$ cat config.mk
export PLATFORM = sky130hd
export DESIGN_NAME = cfs_config_fuse_security
export DESIGN_NICKNAME = d
export VERILOG_FILES = /design/src/hdl/cfs_pkg.sv /design/src/hdl/cfs_config_fuse_security.sv
export VERILOG_INCLUDE_DIRS = /design/src /design/src/hdl
export SDC_FILE = /design/constraint.sdc
export NUM_CORES = 1
export LEC_CHECK = 0
export ABC_AREA = 0
export BUFFER_PORTS_ARGS = -buffer_cell sky130_fd_sc_hd__buf_2
export CAP_MARGIN = 30
export CELL_PAD_IN_SITES_DETAIL_PLACEMENT = 1
export CELL_PAD_IN_SITES_GLOBAL_PLACEMENT = 1
export CORE_ASPECT_RATIO = 1.4
export CORE_MARGIN = 4
export CORE_UTILIZATION = 32
export CTS_BUF_LIST = sky130_fd_sc_hd__clkbuf_8
export DETAILED_ROUTE_END_ITERATION = 10
export HOLD_SLACK_MARGIN = 0.15
export PLACE_DENSITY = 0.85
export SLEW_MARGIN = 20
export SYNTH_ARGS = -nofsm -noshare
export SYNTH_HDL_FRONTEND = slang
export SYNTH_SLANG_ARGS = --single-unit
$ cat constraint.sdc
create_clock -name clock_in -period 3.95 [get_ports clock_in]
set_clock_uncertainty 0.1 [all_clocks]
set_input_delay 1.185 -clock clock_in [delete_from_list [all_inputs] [get_ports clock_in]]
set_output_delay 1.185 -clock clock_in [all_outputs]
set_load 0.05 [all_outputs]
$ cat src/hdl/cfs_map.svh
// register addresses, field positions and reset values of the configuration block
`ifndef CFS_MAP_SVH
`define CFS_MAP_SVH
`define CFS_CFG1_ADDR 16'hfd00
`define CFS_CFG2_ADDR 16'hfd01
`define CFS_WDT_BIT 7
`define CFS_RST_PIN_DIS_BIT 6
`define CFS_PRL_BIT 5
`define CFS_BO_SEL_BIT 4
`define CFS_CLK_RATE_BIT 3
`define CFS_OSC_MSB 2
`define CFS_OSC_LSB 0
`define CFS_ERASED 8'hff
`define CFS_SB_ERASED 2'h3
`endif

$ cat src/hdl/cfs_pkg.sv
// types of the configuration and security block
package cfs_pkg;
  typedef enum logic [2:0] {
    CFS_OSC_HF_XTAL = 3'h0,
    CFS_OSC_MF_XTAL = 3'h1,
    CFS_OSC_LF_XTAL = 3'h2,
    CFS_OSC_INT_RC = 3'h3,
    CFS_OSC_EXT_CLK = 3'h7
  } cfs_osc_e;
  typedef enum logic [1:0] {
    CFS_BO_3V8 = 2'h0,
    CFS_BO_2V5 = 2'h1
  } cfs_bo_e;
endpackage

$ cat src/hdl/cfs_config_fuse_security.sv
// configuration byte loader and security gate
//
// Behaviour
// - configuration recaptured from the fuses every cycle out of reset, erased 8'hff in reset; firmware has no write path to it.
// - firmware reads configuration bytes at fixed external-data addresses.
// - reset-pin-disable set frees shared reset pin as input-only port bit.
// - port reset level bit selects port output level after reset; during reset the erased byte holds it high.
// - brownout select 1 gives 2.5V threshold, 0 gives 3.8V.
// - security bits read 1 unprogrammed; both 1 means no protection.
// - unprotected device returns program memory data to verify requests.
// - first bit programmed blocks memory writes, second bit still programmable.
// - both bits programmed blocks verify and programming.
`timescale 1ns/1ns
`include "cfs_map.svh"

module cfs_config_fuse_security #(
  parameter int ADDR_W = 16,
  parameter int PORT_W = 8
) (
  // clock and reset
  input wire logic clock_in,
  input wire logic rst_n_in,
  // nonvolatile contents
  input wire logic [7:0] cfg1_fuse_in,
  input wire logic [7:0] cfg2_fuse_in,
  input wire logic [1:0] lock_fuse_in,
  // firmware external-data read
  input wire logic fw_rd_in,
  input wire logic [ADDR_W-1:0] fw_addr_in,
  output logic [7:0] fw_rdata_out,
  output logic fw_hit_out,
  // programmer requests
  input wire logic prog_wr_in,
  input wire logic prog_lock_wr_in,
  input wire logic [1:0] prog_lock_data_in,
  input wire logic prog_verify_in,
  input wire logic [7:0] mem_rdata_in,
  output logic mem_wr_en_out,
  output logic lock_wr_en_out,
  output logic [7:0] verify_data_out,
  output logic prog_refused_out,
  // shared reset pin
  input wire logic shared_reset_port_pin_in,
  output logic ext_reset_out,
  output logic port_pin_in_out,
  // applied settings
  output logic port_reset_level_out,
  output logic [PORT_W-1:0] port_reset_value_out,
  output cfs_pkg::cfs_bo_e brownout_sel_out,
  output cfs_pkg::cfs_osc_e osc_sel_out,
  output logic osc_reserved_out,
  output logic watchdog_enable_out,
  output logic clock_rate_out
);
  import cfs_pkg::*;

  logic [7:0] system_config_byte1;
  logic [7:0] system_config_byte2;
  logic [1:0] lock_bits;
  logic program_lock_bit;
  logic verify_lock_bit;
  logic lock_open;
  logic lock_write_only;
  logic lock_unsupported;
  logic lock_closed;
  logic [1:0] next_lock_bits;
  logic cfg1_sel;
  logic cfg2_sel;
  logic verify_allowed;
  logic [2:0] osc_code;
  logic next_refused;

  // ---------------------------------
  // configuration capture
  // ---------------------------------
  always_ff @(posedge clock_in) begin
    if (!rst_n_in) begin
      system_config_byte1 <= `CFS_ERASED;
      system_config_byte2 <= `CFS_ERASED;
    end else begin
      system_config_byte1 <= cfg1_fuse_in;
      system_config_byte2 <= cfg2_fuse_in;
    end
  end

  always_ff @(posedge clock_in) begin
    if (!rst_n_in) begin
      lock_bits <= `CFS_SB_ERASED;
    end else begin
      lock_bits <= lock_fuse_in;
    end
  end

  assign program_lock_bit = lock_bits[0];
  assign verify_lock_bit = lock_bits[1];

  // ---------------------------------
  // security state decode
  // ---------------------------------
  always_comb begin
    lock_open = 1'b0;
    lock_write_only = 1'b0;
    lock_unsupported = 1'b0;
    lock_closed = 1'b0;
    case ({verify_lock_bit, program_lock_bit})
      2'h3: begin
        lock_open = 1'b1;
      end
      2'h2: begin
        lock_write_only = 1'b1;
      end
      2'h1: begin
        lock_unsupported = 1'b1;
      end
      default: begin
        lock_closed = 1'b1;
      end
    endcase
  end

  // ---------------------------------
  // firmware read port
  // ---------------------------------
  assign cfg1_sel = fw_rd_in && (fw_addr_in == ADDR_W'(`CFS_CFG1_ADDR));
  assign cfg2_sel = fw_rd_in && (fw_addr_in == ADDR_W'(`CFS_CFG2_ADDR));

  always_ff @(posedge clock_in) begin
    if (!rst_n_in) begin
      fw_rdata_out <= 8'h00;
    end else if (cfg1_sel) begin
      fw_rdata_out <= system_config_byte1;
    end else if (cfg2_sel) begin
      fw_rdata_out <= system_config_byte2;
    end else begin
      fw_rdata_out <= 8'h00;
    end
  end

  always_ff @(posedge clock_in) begin
    if (!rst_n_in) begin
      fw_hit_out <= 1'b0;
    end else begin
      fw_hit_out <= cfg1_sel || cfg2_sel;
    end
  end

  // ---------------------------------
  // security gate
  // ---------------------------------
  // lock writes only clear bits; the only-second-bit state is refused
  assign next_lock_bits = lock_bits & prog_lock_data_in;
  assign verify_allowed = lock_open || lock_write_only || lock_unsupported;

  always_comb begin
    mem_wr_en_out = prog_wr_in && lock_open;
    lock_wr_en_out = prog_lock_wr_in && !lock_closed && (next_lock_bits != 2'h1);
    next_refused = (prog_wr_in && !mem_wr_en_out) ||
      (prog_verify_in && !verify_allowed) ||
      (prog_lock_wr_in && !lock_wr_en_out);
  end

  always_ff @(posedge clock_in) begin
    if (!rst_n_in) begin
      prog_refused_out <= 1'b0;
    end else begin
      prog_refused_out <= next_refused;
    end
  end

  always_ff @(posedge clock_in) begin
    if (!rst_n_in) begin
      verify_data_out <= 8'h00;
    end else if (prog_verify_in && verify_allowed) begin
      verify_data_out <= mem_rdata_in;
    end else begin
      verify_data_out <= 8'h00;
    end
  end

  // ---------------------------------
  // shared reset pin
  // ---------------------------------
  assign ext_reset_out = !system_config_byte1[`CFS_RST_PIN_DIS_BIT] &&
    !shared_reset_port_pin_in;
  assign port_pin_in_out = system_config_byte1[`CFS_RST_PIN_DIS_BIT] &&
    shared_reset_port_pin_in;

  // ---------------------------------
  // port reset level
  // ---------------------------------
  assign port_reset_level_out = system_config_byte1[`CFS_PRL_BIT];
  for (genvar b = 0; b < PORT_W; b++) begin : g_port_rst
    assign port_reset_value_out[b] = system_config_byte1[`CFS_PRL_BIT];
  end

  // ---------------------------------
  // applied settings
  // ---------------------------------
  assign brownout_sel_out = system_config_byte1[`CFS_BO_SEL_BIT] ?
    CFS_BO_2V5 : CFS_BO_3V8;
  assign watchdog_enable_out = system_config_byte1[`CFS_WDT_BIT];
  assign clock_rate_out = system_config_byte1[`CFS_CLK_RATE_BIT];

  // ---------------------------------
  // oscillator select
  // ---------------------------------
  assign osc_code = system_config_byte1[`CFS_OSC_MSB:`CFS_OSC_LSB];

  always_comb begin
    osc_reserved_out = 1'b0;
    case (osc_code)
      3'h7: osc_sel_out = CFS_OSC_EXT_CLK;
      3'h3: osc_sel_out = CFS_OSC_INT_RC;
      3'h2: osc_sel_out = CFS_OSC_LF_XTAL;
      3'h1: osc_sel_out = CFS_OSC_MF_XTAL;
      3'h0: osc_sel_out = CFS_OSC_HF_XTAL;
      default: begin
        osc_sel_out = CFS_OSC_EXT_CLK;
        osc_reserved_out = 1'b1;
      end
    endcase
  end
endmodule

==> results of run 1 <==
-- routing by layer --
metal | up-vias | wire (microns)
met3 | 5 | 464
met5 | - | 0
met1 | 466 | 983
li1 | 529 | -
met2 | 66 | 1790
met4 | 0 | 41
-- registers in the layout, indices dropped and copies added, names as in the netlist --
signal,cells
verify_data_out,8
prog_refused_out,1
lock_bits,2
system_config_byte2,8
system_config_byte1,8
fw_hit_out,1
fw_rdata_out,8
-- placed cells by master, fill, tap and decap left out, types with 2 or more instances in the layout --
master,synthesis,layout
sky130_fd_sc_hd__and2_1,9,9
sky130_fd_sc_hd__nand4_1,2,2
sky130_fd_sc_hd__clkbuf_8,0,5
sky130_fd_sc_hd__mux2i_1,8,8
sky130_fd_sc_hd__clkinvlp_4,0,2
sky130_fd_sc_hd__dfxtp_1,36,36
sky130_fd_sc_hd__or2_2,2,2
sky130_fd_sc_hd__nor2_1,3,3
sky130_fd_sc_hd__a21boi_0,3,3
sky130_fd_sc_hd__nor3_2,8,8
sky130_fd_sc_hd__nand2b_1,19,19
sky130_fd_sc_hd__buf_2,0,88
-- synthesized netlist by cell type, types with 2 or more instances --
cell type / count / share of area (%)
sky130_fd_sc_hd__and2_1: 9 / 4.4
sky130_fd_sc_hd__dfxtp_1: 36 / 56
sky130_fd_sc_hd__or2_2: 2 / 0.97
sky130_fd_sc_hd__nand2b_1: 19 / 9.2
sky130_fd_sc_hd__nor3_2: 8 / 6.2
sky130_fd_sc_hd__buf_4: 10 / 5.8
sky130_fd_sc_hd__a21boi_0: 3 / 1.7
sky130_fd_sc_hd__nand4_1: 2 / 0.97
sky130_fd_sc_hd__clkbuf_1: 4 / 1.2
sky130_fd_sc_hd__nor2_1: 3 / 0.87
sky130_fd_sc_hd__mux2i_1: 8 / 6.2
-- stage by stage --
step	cells	hold slack [ns]	setup slack, ns	area [sq um]
global placement	232	0.402	0.795	1680
detailed placement	232	0.411	0.782	1680
global route	240	0.434	0.711	1780
finish	240	0.419	0.784	1780
CTS	240	0.429	0.772	1780
floorplan	116	0.376	0.198	1290
-- final timing paths --
path / from / cells past startpoint / end
max: prog_lock_data_in[0] / 4 / lock_wr_en_out
min: system_config_byte2[4] / 2 / fw_rdata_out[4]
min reg2reg: system_config_byte2[4] / 2 / fw_rdata_out[4]
max reg2reg: lock_bits[0] / 3 / prog_refused_out
-- power groups by stage --
stage,Sequential [W],Clock (W),Combinational (W)
2_1_floorplan,0.000411,0,0.0000691
3_3_place_gp,0.000391,0,0.000122
3_5_place_dp,0.000392,0,0.000125
4_1_cts,0.000384,0.000269,0.000126
5_1_grt,0.000386,0.000286,0.000132
6_report,0.000383,0.000258,0.000124
-- kinds of logic after synthesis --
logic type	Yosys count	share of synthesized area [%]
AND/OR/NAND/NOR	48	25.3
multiplexers	8	6.20
flip-flops	36	55.8
buffers and inverters	16	8.14
other	1	0.290
AO/OA/AOI/OAI	7	4.26
-- worst max-delay path, delay by kind of cell --
kind | cells | cell delay, ns
AOI/OAI and AO/OA | 1 | 0.17
buffers and inverters | 2 | 0.38
and+or+nand+nor | 1 | 0.15
-- area by class of cell --
cell class	count	share of cell area [%]
clock buffers	5	3.87
clock inverters	3	1.34
inverters	1	0.211
multi-input cells	64	26.2
flip-flops and latches	36	40.6
well taps	43	3.03
repair buffers	88	24.8
==> results.cfg, run 1 <==
[yosys]
synth_seq_area_share_pct = 55.8
synth-async-reset-ratio_pct = 0
yosysWarningCount = 0
synth.distinct_cells = 23
synth_fp_nets = 167
yosys_most_used_dff = sky130_fd_sc_hd__dfxtp_1
synth-edff-count = 0
mean_instance_size_in_the_synthesized_netlist_sq_um = 11.1
ys_seq_elements = 36
synth_area_sq_um = 1290
synthesis.instances = 116

[clocking]
cts_root_buffer = sky130_fd_sc_hd__clkbuf_8
cts.sinks = 36
insertion_delay_ns = 0.28
clockBufferDepth = 2
tritoncts_buffer_count = 5
htree_depth = 2
holdBufCountCts = 0
cts_setup_buffers = 0
cts_resized = 0
clock_tree_from_tritoncts = yes
clock_transition_time_at_the_flip_flop_clock_pins_of_the_worst_setup_and_hold_paths_ns = 0.07

[pwr]
static_leakage_nw = 0.876
design_power_total_w = 0.000766
clock_power_share_pct = 33.8
power_density_nw_per_um2 = 431
internal_power_w = 0.000543
p_sw_share_pct = 29.1
power.share.sequential_pct = 50.1
ir_drop_uv = 292
p_sw_w = 0.000223
power.share.combinational_pct = 16.2

[grt]
grt_use_total_pct = 13.7
grtUsageMet2_pct = 24.7
grt.overflow.total = 0
grt_pass1_vias = 1159
m1_gr_usage_pct = 12.3
globalRouteMet3Util_pct = 7.15
grt.busiest_layer = met2
antenna_violations_before_repair = 0
grt_first_pass_wirelength_microns = 5210
grt_max_degree = 23

[die]
floorplan.die.height_microns = 83.2
dieArea_sq_um = 5130
core_area_sq_um = 3920
ios = 90
floorplan.initialDensity_pct = 33.0
rows = 27
die_width_microns = 61.7

[timing]
final_max_slew_viol_count = 0
final_period_utilization_pct = 80.1
slew_headroom_pct = 64.9
max_freq_ghz = 0.316
hold_viol_final = 0
tightest_slew_ns = 0.524
timing.setup.tns_ns = 0
setup_violations = 0
grt_setup_unrepaired = false
timing.final.crit_period_ns = 3.17

[worst_hold_path]
hold_class = reg -> reg

[worst_setup_path]
endpoint_class_of_the_critical_path = primary output
timing.critical_path.mode_cell = sky130_fd_sc_hd__buf_2
slowest_delay_ns = 0.29
cp_max_fo = 2
critical_path.startpoint_type = input pin
worst_path_max_delay_cell = sky130_fd_sc_hd__buf_2
worstPathCellList = buf_2 > nand2b_1 > a21boi_0 > buf_2
worst_ep_required_time_ns = 2.66
worst-setup-path-type = in -> out
arrival_ns = 1.88
worst-r2r-setup-slack_ns = 2.79

[detailed_routing]
ant_nets = 0
route.detailed.drc = 0
route.vias.total = 1066
avgViaCountPerCell = 4.44
route.detailed.wl_per_inst_microns = 13.6
first_iter_violations = 7
postRouteWirelength_microns = 3280
detailedRoute.firstPassIterationCount = 3

[flow_run]
timing.max_cap.violations = 0

[placement]
detailed_place_hpwl_microns = 2750
globalplace.congestion = 0.699
port_buffers = 88

[finish]
area.growth.synth_to_final_pct = 37.6
combined_flip_flop_and_latch_cell_area_sq_um = 721
multi_input_comb_area_sq_um = 465
fin_util_pct = 45.3
design.final.nets = 247
fraction_of_final_layout_cells_with_drive_strength_greater_than_1_pct = 53.8
num_antenna_cells = 0
final.fill_count = 485

[status]
status = finished, final reports clean
Power figures use the tool's default switching activity.
==> run 2, diff against run 1 <==
--- a/config.mk
+++ b/config.mk
@@ -6,18 +6,18 @@
 export SDC_FILE = /design/constraint.sdc
 export NUM_CORES = 1
 export LEC_CHECK = 0
-export ABC_AREA = 0
+export ABC_AREA = 1
 export BUFFER_PORTS_ARGS = -buffer_cell sky130_fd_sc_hd__buf_2
 export CAP_MARGIN = 30
 export CELL_PAD_IN_SITES_DETAIL_PLACEMENT = 1
 export CELL_PAD_IN_SITES_GLOBAL_PLACEMENT = 1
 export CORE_ASPECT_RATIO = 1.4
 export CORE_MARGIN = 4
-export CORE_UTILIZATION = 32
+export CORE_UTILIZATION = 30
 export CTS_BUF_LIST = sky130_fd_sc_hd__clkbuf_8
 export DETAILED_ROUTE_END_ITERATION = 10
 export HOLD_SLACK_MARGIN = 0.15
-export PLACE_DENSITY = 0.85
+export PLACE_DENSITY = 0.81
 export SLEW_MARGIN = 20
 export SYNTH_ARGS = -nofsm -noshare
 export SYNTH_HDL_FRONTEND = slang
==> constraint.sdc (replaced) <==
create_clock -name clock_in -period 3.3 [get_ports clock_in]
set_clock_uncertainty 0.1 [all_clocks]
set_input_delay 0.99 -clock clock_in [delete_from_list [all_inputs] [get_ports clock_in]]
set_output_delay 0.99 -clock clock_in [all_outputs]
set_load 0.05 [all_outputs]
==> run 2 against run 1 <==
First-iteration DRC count is 57% higher; area after synthesis rose by 6.2%; sequential share of layout area down 2.5 points; sequential power grew 20%; critical path depth rose by 1; combinational power increased by 21%; worst hold slack got worse by 0.043 ns; utilization fell by 1.4 points; critical path type unchanged.
==> results.cfg, run 2 <==
[status]
status = finished, final reports clean

[grt]
grt_max_degree = 29
grt_use_total_pct = 13.0
grt_first_pass_wirelength_microns = 5730
grt_pass1_vias = 1375
grt.overflow.total = 0
antenna_violations_before_repair = 0

[die]
floorplan.die.height_microns = 88.0
floorplan.initialDensity_pct = 31.8
core_area_sq_um = 4310
rows = 28
die_width_microns = 65.1
ios = 90
dieArea_sq_um = 5730

[yosys]
synth_fp_nets = 201
synth.top_cells.by_area = sky130_fd_sc_hd__dfxtp_1 (53%), sky130_fd_sc_hd__or2_2 (9.1%), sky130_fd_sc_hd__nand4_1 (7.3%)
synth_common_cells = sky130_fd_sc_hd__dfxtp_1 (36), sky130_fd_sc_hd__or2_2 (20), sky130_fd_sc_hd__inv_1 (17), sky130_fd_sc_hd__nand4_1 (16), sky130_fd_sc_hd__nor2_1 (12)
synthXorXnorAreaFrac_pct = 0
mean_instance_size_in_the_synthesized_netlist_sq_um = 9.14
synth-edff-count = 0
synth.distinct_cells = 25
yosysWarningCount = 0
synth_top_area_share_pct = 52.6
synth_area_sq_um = 1370
synth.most_common_cell = sky130_fd_sc_hd__dfxtp_1
synth_seq_area_share_pct = 52.6
main_combinational_cell_family_by_area_after_synthesis = simple AND/OR/NAND/NOR gates
synth-async-reset-ratio_pct = 0
synth.mux.area_fraction_pct = 0
arithmetic_cell_share_of_the_synthesized_area_counting_full_adders_half_adders_and_majority_gates_pct = 0
synth_simple_gate_area_share_pct = 29.6
synthDominantAreaCellType = sky130_fd_sc_hd__dfxtp_1
synthesis.instances = 150
ys_seq_elements = 36
synth-compound-area-share_pct = 5.02
yosys_most_used_dff = sky130_fd_sc_hd__dfxtp_1

[clocking]
clockBufferDepth = 2
htree_depth = 2
clock_tree_from_tritoncts = yes
cts_setup_buffers = 0
holdBufCountCts = 0
cts_resized = 0
cts.sinks = 36
tritoncts_buffer_count = 5
clock_transition_time_at_the_flip_flop_clock_pins_of_the_worst_setup_and_hold_paths_ns = 0.07
insertion_delay_ns = 0.28
cts_root_buffer = sky130_fd_sc_hd__clkbuf_8

[worst_setup_path]
cp-endpoint = lock_wr_en_out
worstSetupStartpoint = prog_lock_data_in[0]
worstPathCellList = buf_2 > nand2_1 > a22oi_1 > nor2_1 > buf_2
worst_path_max_delay_cell = sky130_fd_sc_hd__a22oi_1
worst_r2r_endpoint = prog_refused_out
critical_path.startpoint_type = input pin
slowest_delay_ns = 0.21
timing.critical_path.mode_cell = sky130_fd_sc_hd__buf_2
worst-setup-path-type = in -> out
worstRegToRegCells = 4
worst-r2r-setup-slack_ns = 2.14
endpoint_class_of_the_critical_path = primary output
r2r_startpoint = lock_bits[1]
arrival_ns = 1.59
worst_ep_required_time_ns = 2.21
cp_max_fo = 2

[timing]
max_freq_ghz = 0.373
tightest_slew_ns = 0.773
final_period_utilization_pct = 81.2
final_max_slew_viol_count = 0
timing.setup.tns_ns = 0
setup_violations = 0
hold_viol_final = 0
grt_setup_unrepaired = false
slew_headroom_pct = 48.4
timing.final.crit_period_ns = 2.68

[finish]
area.growth.synth_to_final_pct = 38.0
final_common_cell = sky130_fd_sc_hd__buf_2
fin_util_pct = 43.9
num_antenna_cells = 0
fraction_of_final_layout_cells_with_drive_strength_greater_than_1_pct = 55.0
mostFrequentLayoutCells = sky130_fd_sc_hd__buf_2 (88), sky130_fd_sc_hd__dfxtp_1 (36), sky130_fd_sc_hd__or2_2 (20)
design.final.nets = 281
fin_area_sq_um = 1890

[detailed_routing]
ant_nets = 0
avgViaCountPerCell = 4.30
first_iter_violations = 11
route.detailed.drc = 0
route.vias.total = 1251
postRouteWirelength_microns = 3400
detailedRoute.firstPassIterationCount = 4
route.detailed.wl_per_inst_microns = 11.7

[placement]
port_buffers = 88
globalplace.congestion = 0.665
detailed_place_hpwl_microns = 2690
place_area_sq_um = 1780

[pwr]
power_density_nw_per_um2 = 522
ir_drop_uv = 310
static_leakage_nw = 0.959

[worst_hold_path]
hold_class = reg -> reg

[flow_run]
timing.max_cap.violations = 0
-- run 2: changes by cell type in the layout (fill, tap and decap cells not counted), sizes merged, moves of 9 or more --
| cell | previous run | this run |
|---|---|---|
| a21oi | 0 | 9 |
| and2 | 9 | 0 |
| inv | 1 | 18 |
| nand2 | 0 | 10 |
| nand2b | 19 | 0 |
| nand4 | 2 | 17 |
| nor2 | 3 | 17 |
| or2 | 2 | 21 |
-- run 2: worst min path at each step --
stage	slack (ns)	start	cells after the start	end
4_1_cts	0.38	system_config_byte2[5]	2	fw_rdata_out[5]
3_3_place_gp	0.37	system_config_byte2[3]	2	fw_rdata_out[3]
2_1_floorplan	0.35	system_config_byte2[0]	2	fw_rdata_out[0]
3_5_place_dp	0.37	system_config_byte2[5]	2	fw_rdata_out[5]
5_1_grt	0.40	system_config_byte2[5]	2	fw_rdata_out[5]
6_report	0.38	system_config_byte2[5]	2	fw_rdata_out[5]
-- run 2: stage by stage --
| step | hold WS [ns] | power (W) | setup WS, ns | instances |
|---|---|---|---|---|
| after floorplan | 0.352 | 0.000575 | 0.447 | 150 |
| after global placement | 0.366 | 0.000618 | 0.661 | 283 |
| after detailed placement | 0.368 | 0.000622 | 0.601 | 283 |
| after CTS | 0.380 | 0.00100 | 0.600 | 291 |
| after global routing | 0.404 | 0.00104 | 0.531 | 291 |
| final | 0.375 | 0.000988 | 0.619 | 291 |
-- run 2: layout make-up --
class / instances / area (sq um)
clock buffers: 5 / 68.8
inverters: 18 / 67.6
well taps: 60 / 75.1
multi-input cells: 81 / 478
fillers: 558 / 2420
clock inverters: 3 / 42.5
repair buffers: 88 / 440
flip-flops and latches: 36 / 721
-- run 2: cells by family after synthesis --
kind of cell           count (synthesis)
AO/OA/AOI/OAI                         12
buffers and inverters                 33
flip-flops                            36
other                                  1
AND/OR/NAND/NOR                       68
-- run 2: worst max-delay path: cells and delay by family --
kind                   cells  cell delay [ns]
AND/OR/NAND/NOR            2             0.11
AO/OA/AOI/OAI              1             0.21
buffers and inverters      2             0.29
-- run 2: power by group --
group	internal (W)	switching, W
Sequential	0.000451	0.00000772
Clock	0.000223	0.000156
Combinational	0.0000477	0.000102
-- run 2: layer usage --
metal	part of all wire (%)	up-vias	track usage, %
li1	-	627	-
met1	35	564	12.8
met2	52	56	23.3
met3	11	4	5.52
met4	1.7	0	6.23
met5	0	-	0
